### src/common/burst_policy_pkg.sv
// Shared types and constants for the bus-master burst policy block.
// Assumes a 32-bit PCI-style initiator sequencer consumes its decisions.
package burst_policy_pkg;
  localparam int unsigned CLK_PERIOD_NS = 4;
  // Register offsets (word addresses on the plain register port)
  localparam logic [3:0] ADDR_PCI_CMD = 4'h0;
  localparam logic [3:0] ADDR_PCI_STATUS = 4'h1;
  localparam logic [3:0] ADDR_CFG = 4'h2;
  localparam logic [3:0] ADDR_CACHE_LINE = 4'h3;
  localparam logic [3:0] ADDR_POWER = 4'h4;
  localparam logic [3:0] ADDR_TX_MAX = 4'h5;
  // Command register field positions
  localparam int unsigned CMD_MWI_EN_BIT = 4;
  localparam int unsigned CMD_PERR_RESP_BIT = 6;
  // Status register field positions (write one to clear)
  localparam int unsigned STS_DATA_PAR_BIT = 8;
  localparam int unsigned STS_TGT_ABORT_BIT = 12;
  localparam int unsigned STS_DET_PAR_BIT = 15;
  // Configure byte 3 fields, placed at bits [31:24] of the config word
  localparam int unsigned CFG_MWI_EN_BIT = 24;
  localparam int unsigned CFG_READ_ALIGN_BIT = 26;
  localparam int unsigned CFG_TERM_ON_LINE_BIT = 27;
  // Reset values
  localparam logic [15:0] PCI_CMD_RST = 16'h0000;
  localparam logic [15:0] PCI_STATUS_RST = 16'h0000;
  localparam logic [31:0] CFG_RST = 32'h0000_0000;
  localparam logic [7:0] CACHE_LINE_RST = 8'h00;
  localparam logic [1:0] POWER_RST = 2'h0;
  localparam logic [7:0] TX_MAX_RST = 8'h00;
  // Accepted cache line sizes in dwords, and the D1 power state code
  localparam logic [7:0] CLS_8 = 8'h08;
  localparam logic [7:0] CLS_16 = 8'h10;
  localparam logic [1:0] PWR_D1 = 2'h1;
  // Bus commands on C/BE# during the address phase, and byte enables for data phases
  localparam logic [3:0] PCI_CMD_MEM_WRITE = 4'h7;
  localparam logic [3:0] PCI_CMD_MEM_WRITE_INV = 4'hf;
  localparam logic [3:0] BE_ALL_ACTIVE_N = 4'h0;

  typedef enum logic [1:0] {
    TERM_NORMAL = 2'b00,
    TERM_RETRY = 2'b01,
    TERM_DISCONNECT = 2'b10,
    TERM_ABORT = 2'b11
  } term_t;

  // Request for a receive write burst
  typedef struct packed {
    logic [31:0] addr;
    logic [15:0] fifo_dwords;
    logic [15:0] space_dwords;
    logic ctrl_struct;
  } wr_req_t;

  // State of an ongoing burst as seen by the sequencer
  typedef struct packed {
    logic data_phase;
    logic [31:0] addr;
    logic is_read;
    logic par_err;
  } phase_t;
endpackage : burst_policy_pkg

### src/burst_policy.sv
// Bus-master burst policy: command choice, line alignment, initiator parity.
// Assumes an external PCI sequencer carries out start/stop/phase decisions.
// Contract
// MWI bursts carry at least one whole line
// All byte enables active during MWI data
// MWI crosses line only for whole next line
// MWI only with line size 8 or 16
// MWI only at line-aligned start address
// MWI only with a line in receive FIFO
// MWI only with a line of buffer space
// MWI needs both command and configure enables
// Otherwise plain memory write is issued
// Failing condition ends MWI at line end
// Terminate-on-line bit ends plain write at boundary
// Read align only with its configure bit
// Nearly full transmit FIFO ends read at line
// With byte limit, switch channels at lines
// Software enables align only for 8/16 lines
// Aligned mode fetches structures from first dword
// Initiator data parity error raises PERR, bit 8
// Read parity error also sets bit 15
// No bus mastering while in D1
// Only receive data may use MWI
// Target abort sets bit 12, no retry
// Plain write 0111, invalidate write 1111
//
// Our own choices: the register addresses and the plain strobed port.
`timescale 1ns/1ps
`default_nettype none
module burst_policy
  import burst_policy_pkg::*;
(
  input wire logic sys_clk_in,
  input wire logic reset_n_in,
  input wire logic [3:0] reg_addr_in,
  input wire logic [31:0] reg_wdata_in,
  input wire logic reg_wr_in,
  input wire logic reg_rd_in,
  output logic [31:0] reg_rdata_out,
  input wire logic wr_start_in,
  input wire burst_policy_pkg::wr_req_t wr_req_in,
  input wire logic rd_start_in,
  input wire logic [31:0] rd_addr_in,
  input wire logic rd_ctrl_struct_in,
  input wire burst_policy_pkg::phase_t phase_in,
  input wire logic [15:0] fifo_dwords_in,
  input wire logic [15:0] space_dwords_in,
  input wire logic tx_fifo_nearly_full_in,
  input wire logic other_dma_pending_in,
  input wire logic term_valid_in,
  input wire burst_policy_pkg::term_t term_in,
  output logic start_ok_out,
  output logic [3:0] cmd_out,
  output logic [3:0] be_n_out,
  output logic [31:0] start_addr_out,
  output logic burst_stop_out,
  output logic retry_out,
  output logic perr_n_out
);
  import burst_policy_pkg::*;

  typedef enum logic [1:0] {
    ST_IDLE = 2'b00,
    ST_WRITE = 2'b01,
    ST_READ = 2'b10
  } state_t;

  logic [15:0] pci_cmd_r, pci_cmd_nxt;
  logic [15:0] pci_status_r, pci_status_nxt;
  logic [31:0] cfg_r, cfg_nxt;
  logic [7:0] cache_line_r, cache_line_nxt;
  logic [1:0] power_r, power_nxt;
  logic [7:0] tx_max_r, tx_max_nxt;
  logic [31:0] rdata_r, rdata_nxt;
  state_t state_r, state_nxt;
  logic mwi_r, mwi_nxt;
  logic [3:0] cmd_r, cmd_nxt;
  logic [31:0] start_addr_r, start_addr_nxt;
  logic [7:0] tx_count_r, tx_count_nxt;
  logic retry_r, retry_nxt;
  logic perr_r, perr_nxt;

  logic cls_ok, line_mask_ok, at_line_end, mwi_cond_now, read_align;
  logic [5:0] line_bytes;

  always_comb begin
    cls_ok = (cache_line_r == CLS_8) || (cache_line_r == CLS_16);
    line_bytes = (cache_line_r == CLS_16) ? 6'h3f : 6'h1f;
    read_align = cfg_r[CFG_READ_ALIGN_BIT] && cls_ok;
    // Last dword of a line is in the current data phase
    at_line_end = ((phase_in.addr[5:0] & line_bytes) == (line_bytes & 6'h3c));
    line_mask_ok = ((wr_req_in.addr[5:0] & line_bytes) == 6'h00);
    // Running check for continuing an invalidate burst into the next line
    mwi_cond_now = cls_ok && pci_cmd_r[CMD_MWI_EN_BIT] && cfg_r[CFG_MWI_EN_BIT]
      && (fifo_dwords_in >= {8'h00, cache_line_r})
      && (space_dwords_in >= {8'h00, cache_line_r});
  end

  // Register file and status flags
  always_comb begin
    pci_cmd_nxt = pci_cmd_r;
    pci_status_nxt = pci_status_r;
    cfg_nxt = cfg_r;
    cache_line_nxt = cache_line_r;
    power_nxt = power_r;
    tx_max_nxt = tx_max_r;
    rdata_nxt = 32'h0000_0000;
    if (reg_wr_in) begin
      case (reg_addr_in)
        ADDR_PCI_CMD: pci_cmd_nxt = reg_wdata_in[15:0];
        ADDR_PCI_STATUS: pci_status_nxt = pci_status_r & ~reg_wdata_in[15:0];
        ADDR_CFG: cfg_nxt = reg_wdata_in;
        ADDR_CACHE_LINE: cache_line_nxt = reg_wdata_in[7:0];
        ADDR_POWER: power_nxt = reg_wdata_in[1:0];
        ADDR_TX_MAX: tx_max_nxt = reg_wdata_in[7:0];
        default: ;
      endcase
    end
    if (reg_rd_in) begin
      case (reg_addr_in)
        ADDR_PCI_CMD: rdata_nxt = {16'h0000, pci_cmd_r};
        ADDR_PCI_STATUS: rdata_nxt = {16'h0000, pci_status_r};
        ADDR_CFG: rdata_nxt = cfg_r;
        ADDR_CACHE_LINE: rdata_nxt = {24'h000000, cache_line_r};
        ADDR_POWER: rdata_nxt = {30'h0, power_r};
        ADDR_TX_MAX: rdata_nxt = {24'h000000, tx_max_r};
        default: rdata_nxt = 32'h0000_0000;
      endcase
    end
    // Hardware set wins over a same-cycle clear
    if (phase_in.data_phase && phase_in.par_err && state_r != ST_IDLE
        && pci_cmd_r[CMD_PERR_RESP_BIT]) begin
      pci_status_nxt[STS_DATA_PAR_BIT] = 1'b1;
      if (phase_in.is_read) begin
        pci_status_nxt[STS_DET_PAR_BIT] = 1'b1;
      end
    end
    if (term_valid_in && term_in == TERM_ABORT && state_r != ST_IDLE) begin
      pci_status_nxt[STS_TGT_ABORT_BIT] = 1'b1;
    end
  end

  // Burst decision state
  always_comb begin
    state_nxt = state_r;
    mwi_nxt = mwi_r;
    cmd_nxt = cmd_r;
    start_addr_nxt = start_addr_r;
    tx_count_nxt = tx_count_r;
    retry_nxt = 1'b0;
    perr_nxt = 1'b0;
    if (phase_in.data_phase && phase_in.par_err && state_r != ST_IDLE) begin
      perr_nxt = pci_cmd_r[CMD_PERR_RESP_BIT];
    end
    case (state_r)
      ST_IDLE: begin
        if (power_r != PWR_D1) begin
          if (wr_start_in) begin
            state_nxt = ST_WRITE;
            start_addr_nxt = wr_req_in.addr;
            // Receive data only; structure writes stay plain
            mwi_nxt = !wr_req_in.ctrl_struct && cls_ok && line_mask_ok
              && (wr_req_in.fifo_dwords >= {8'h00, cache_line_r})
              && (wr_req_in.space_dwords >= {8'h00, cache_line_r})
              && pci_cmd_r[CMD_MWI_EN_BIT] && cfg_r[CFG_MWI_EN_BIT];
            cmd_nxt = mwi_nxt ? PCI_CMD_MEM_WRITE_INV : PCI_CMD_MEM_WRITE;
          end else if (rd_start_in) begin
            state_nxt = ST_READ;
            tx_count_nxt = 8'h00;
            mwi_nxt = 1'b0;
            // In aligned read mode, structures fetched from the line's first dword
            start_addr_nxt = (read_align && rd_ctrl_struct_in)
              ? {rd_addr_in[31:6], rd_addr_in[5:0] & ~line_bytes} : rd_addr_in;
          end
        end
      end
      ST_WRITE, ST_READ: begin
        if (phase_in.data_phase && state_r == ST_READ) begin
          tx_count_nxt = tx_count_r + 8'h01;
        end
        if (term_valid_in) begin
          state_nxt = ST_IDLE;
          retry_nxt = (term_in == TERM_RETRY) || (term_in == TERM_DISCONNECT);
        end else if (burst_stop_out) begin
          state_nxt = ST_IDLE;
        end
      end
      default: state_nxt = ST_IDLE;
    endcase
  end

  // Stop request at a line end only; reads are stopped only in aligned read mode
  always_comb begin
    burst_stop_out = 1'b0;
    if (state_r == ST_WRITE && phase_in.data_phase && at_line_end) begin
      if (mwi_r) begin
        burst_stop_out = !mwi_cond_now;
      end else begin
        burst_stop_out = cfg_r[CFG_TERM_ON_LINE_BIT];
      end
    end else if (state_r == ST_READ && phase_in.data_phase && read_align && at_line_end) begin
      burst_stop_out = tx_fifo_nearly_full_in
        || (tx_max_r != 8'h00 && tx_count_r >= tx_max_r && other_dma_pending_in);
    end
  end

  always_ff @(posedge sys_clk_in) begin
    if (!reset_n_in) begin
      pci_cmd_r <= PCI_CMD_RST;
      pci_status_r <= PCI_STATUS_RST;
      cfg_r <= CFG_RST;
      cache_line_r <= CACHE_LINE_RST;
      power_r <= POWER_RST;
      tx_max_r <= TX_MAX_RST;
      rdata_r <= 32'h0000_0000;
      state_r <= ST_IDLE;
      mwi_r <= 1'b0;
      cmd_r <= PCI_CMD_MEM_WRITE;
      start_addr_r <= 32'h0000_0000;
      tx_count_r <= 8'h00;
      retry_r <= 1'b0;
      perr_r <= 1'b0;
    end else begin
      pci_cmd_r <= pci_cmd_nxt;
      pci_status_r <= pci_status_nxt;
      cfg_r <= cfg_nxt;
      cache_line_r <= cache_line_nxt;
      power_r <= power_nxt;
      tx_max_r <= tx_max_nxt;
      rdata_r <= rdata_nxt;
      state_r <= state_nxt;
      mwi_r <= mwi_nxt;
      cmd_r <= cmd_nxt;
      start_addr_r <= start_addr_nxt;
      tx_count_r <= tx_count_nxt;
      retry_r <= retry_nxt;
      perr_r <= perr_nxt;
    end
  end

  assign reg_rdata_out = rdata_r;
  assign start_ok_out = (state_r == ST_IDLE) && (power_r != PWR_D1);
  assign cmd_out = cmd_r;
  assign be_n_out = BE_ALL_ACTIVE_N;
  assign start_addr_out = start_addr_r;
  assign retry_out = retry_r;
  assign perr_n_out = !perr_r;
endmodule : burst_policy
`default_nettype wire

### config.mk
export PLATFORM = sky130hd
export DESIGN_NAME = burst_policy
export DESIGN_NICKNAME = d
export VERILOG_FILES = /design/src/common/burst_policy_pkg.sv /design/src/burst_policy.sv
export SDC_FILE = /design/constraint.sdc
export NUM_CORES = 1
export LEC_CHECK = 0
export ABC_AREA = 1
export BUFFER_PORTS_ARGS = -buffer_cell sky130_fd_sc_hd__buf_2
export CAP_MARGIN = 20
export CORE_ASPECT_RATIO = 1.5
export CORE_MARGIN = 5
export CORE_UTILIZATION = 35
export CTS_CLUSTER_SIZE = 10
export DETAILED_ROUTE_END_ITERATION = 6
export GPL_ROUTABILITY_DRIVEN = 0
export SLEW_MARGIN = 15
export SYNTH_ARGS = -nofsm -noshare
export SYNTH_HDL_FRONTEND = slang
export SYNTH_SLANG_ARGS = --single-unit
### constraint.sdc
create_clock -name sys_clk_in -period 2.54 [get_ports sys_clk_in]
set_input_delay 0.508 -clock sys_clk_in [delete_from_list [all_inputs] [get_ports sys_clk_in]]
set_output_delay 0.508 -clock sys_clk_in [all_outputs]
set_load 0.02 [all_outputs]
==> flow_summary_export.csv <==
group,metric,value,unit
layout,final_nets,1483,
sta,period_needed,2.43,ns
placed_design,hpwlAfterDp,17800,um
critical_path,startpoint,"cache_line_r[7]",
floorplanning,die_w,129,um
drt,drc,0,
sta,maxSlewHeadroom,0.632,
clocking,numCtsBuffers,17,
critical_path,worstReg2RegEnd,"tx_count_r[6]",
floorplanning,io_pins,288,
drt,routed_wl,22700,um
clocking,clock_latency,0.42,ns
clocking,path_clk_slew,0.07,ns
critical_path,critPathLaunchType,"flop",
sta,finalHoldViolCount,0,
drt,vias,7266,
clocking,tritoncts,"yes",
power_and_ir_drop,p_per_area,693,nW/um^2
critical_path,rrSetupSlack,0.60,ns
synth,synth_ff_type,"dfxtp_1",
floorplanning,start_util,0.353,
critical_path,r2r_cells,13,
synth,syn_inst,979,
critical_path,path_cells,"inv_2, buf_4, nand3_1, nor2_2, nand3b_1, nor2_1, nand3_2, nand2_2, nand2_2, buf_6",
critical_path,crit_top_cell,"nand2_2",
clocking,cts_buffer_depth,2,
power_and_ir_drop,power,6700,uW
worst_hold_path,hold_path.class,"in -> reg",
critical_path,crit_slowest_cell,"dfxtp_2",
synth,async_flop_share,0,
synth,yosysMostFrequentCell,"nand2_1",
floorplanning,core_area,20900,um^2
sta,tightest_slew,0.538,ns
layout,area_delta_synth_final,30.8,%
placed_design,portBuffers,254,
drt,ant_nets,0,
sta,finalCritPeriodShare,0.955,
global_route,antenna_found_initial,8,
global_route,grt_use_total,0.183,
floorplanning,dieHeight,188,um
synth,synth_common_cells,"nand2_1 (178), dfxtp_1 (160), inv_1 (127)",
sta,report.final.slew_viol_count,0,
clocking,cts_num_sinks,160,
global_route,grt_pass1_wl,35000,um
synth,yosysWarnings,0,
critical_path,r2r_start,"state_r[0]",
sta,fin_skew,0.0149,ns
floorplanning,dieArea,24200,um^2
power_and_ir_drop,ir_drop,0.000444,V
critical_path,worstSetupEndpoint,"burst_stop_out",
drt,firstDrtPassIters,4,
synth,synth_cell_types,41,
layout,fillerInstances,2115,
sta,finalSetupTns,0,ns
run_status,status,"finished, final reports clean",
critical_path,cpPeakStageDelay,0.32,ns
synth,syn_area,7390,um^2
job,cap_violations,0,
critical_path,crit_type,"reg -> out",
power_and_ir_drop,leakagePower,0.00443,uW
global_route,grt_max_degree,62,
synth,yosys.area.top_type_share,0.434,
sta,fmax,412,MHz
drt,viasPerCell,4.82,
drt,drt_iter0_drc,243,
critical_path,crit_fanout,6,
floorplanning,num_rows,65,
layout,drive_gt1_frac,0.285,
synth,synth_seq_cells,160,
critical_path,endpoint_kind,"output pin",
synth,synth_edf_count,0,
critical_path,crit_arrival,1.92,ns
synth,syn_area_per_cell,7.55,um^2
clocking,root_buffer,"clkbuf_16",
global_route,grt_pass1_vias,7014,
global_route,grt_remaining_overflow,0,
clocking,htreeDepth,4,
synth,yosysSeqAreaShare,0.434,
synth,ys_top_cells_by_area,"dfxtp_1 (43%), nand2_1 (9.0%), ha_1 (7.6%), o21ai_0 (6.6%), inv_1 (6.5%)",
drt,wire_per_inst,15.1,um
critical_path,critPathRequiredTime,2.03,ns
synth,synth.largest_area_cell,"dfxtp_1",
sta,setup_viol,0,
critical path, delay by kind of cell, from the launching register on:
family | cells | cell delay [ns]
and+or+nand+nor | 7 | 0.82
buffers and inverters | 3 | 0.37
DFF | 1 | 0.32
where the power goes:
| part | switching, uW | leakage [uW] | internal, uW |
|---|---|---|---|
| logic | 900 | 0.00286 | 563 |
| registers | 99.8 | 0.00130 | 2700 |
| clock network | 1070 | 0.000270 | 1370 |
registers in the layout, summed over array words and instances, names as in the netlist:
| signal | cells |
|---|---|
| cmd_out | 1 |
| power_r | 2 |
| tx_max_r | 8 |
| reg_rdata_out | 32 |
| tx_count_r | 8 |
| cfg_r | 32 |
| retry_out | 1 |
| mwi_r | 1 |
| pci_status_r | 16 |
| pci_cmd_r | 16 |
| state_r | 2 |
| start_addr_out | 32 |
| cache_line_r | 8 |
| perr_r | 1 |
cells in the final DEF, fill, tap and decap left out, drive strengths merged, types with 5 or more instances in the layout:
| cell type | instances |
|---|---|
| buf | 275 |
| nor2 | 63 |
| clkbuf | 19 |
| nand4 | 14 |
| a31oi | 26 |
| o22ai | 10 |
| o21ai | 101 |
| o221ai | 10 |
| inv | 136 |
| nor3 | 25 |
| conb | 7 |
| nand2 | 178 |
| a22oi | 6 |
| nand3 | 36 |
| ha | 45 |
| dfxtp | 160 |
| a21oi | 93 |
| nor4 | 5 |
cells by family after synthesis:
family          Yosys count  share of synthesized area
compound gates          261                      0.197
xor+xnor                  1                    0.00119
fa+ha+maj                45                     0.0762
buf+inv                 182                     0.0974
flops                   160                      0.434
other cells               2                    0.00102
simple gates            328                      0.193
metal layers:
layer,wire [um],GRT usage,part of all wire
met4,349,0.0586,0.015
met5,68,0,0.0030
met2,12000,0.334,0.53
met1,8430,0.195,0.37
met3,1850,0.0604,0.081
through the flow:
step / cell area (um^2) / instances / hold slack [ns] / util / setup slack [ns]
finish: 9670 / 1509 / 0.312 / 0.462 / 0.114
global route: 9660 / 1507 / 0.294 / 0.462 / -0.00974
CTS: 9540 / 1507 / 0.296 / 0.456 / 0.00600
detailed placement: 8970 / 1475 / 0.434 / 0.429 / 0.165
global placement: 8970 / 1475 / 0.428 / 0.429 / 0.176
floorplan: 7410 / 984 / 0.424 / - / 0.531
cell type report:
| class | instances | area, um^2 | area share |
|---|---|---|---|
| inverter | 130 | 503 | 0.0520 |
| clock inverter | 13 | 125 | 0.0129 |
| clock buffer | 19 | 433 | 0.0448 |
| antenna | 2 | 5.00 | 0.000518 |
| sequential | 160 | 3210 | 0.333 |
| tap | 268 | 335 | 0.0347 |
| multi-input combinational | 642 | 3590 | 0.371 |
| timing repair buffer | 275 | 1460 | 0.151 |
timing repair:
action	in CTS	in global routing
pin swaps	1	8
resized for setup	10	29
endpoints found under the setup margin	1	1
hold buffers	0	0
buffers inserted	0	0
how the worst min path moves through the flow:
stage | endpoint | depth (start not counted) | from
2_1_floorplan | reg_rdata_out[16] | 2 | cfg_r[16]
3_3_place_gp | reg_rdata_out[20] | 2 | cfg_r[20]
3_5_place_dp | reg_rdata_out[30] | 2 | cfg_r[30]
4_1_cts | pci_status_r[15] | 2 | phase_in[1]
5_1_grt | pci_status_r[15] | 2 | phase_in[1]
6_report | pci_status_r[15] | 2 | phase_in[1]
Note: power is estimated with default switching activity, not from simulation.
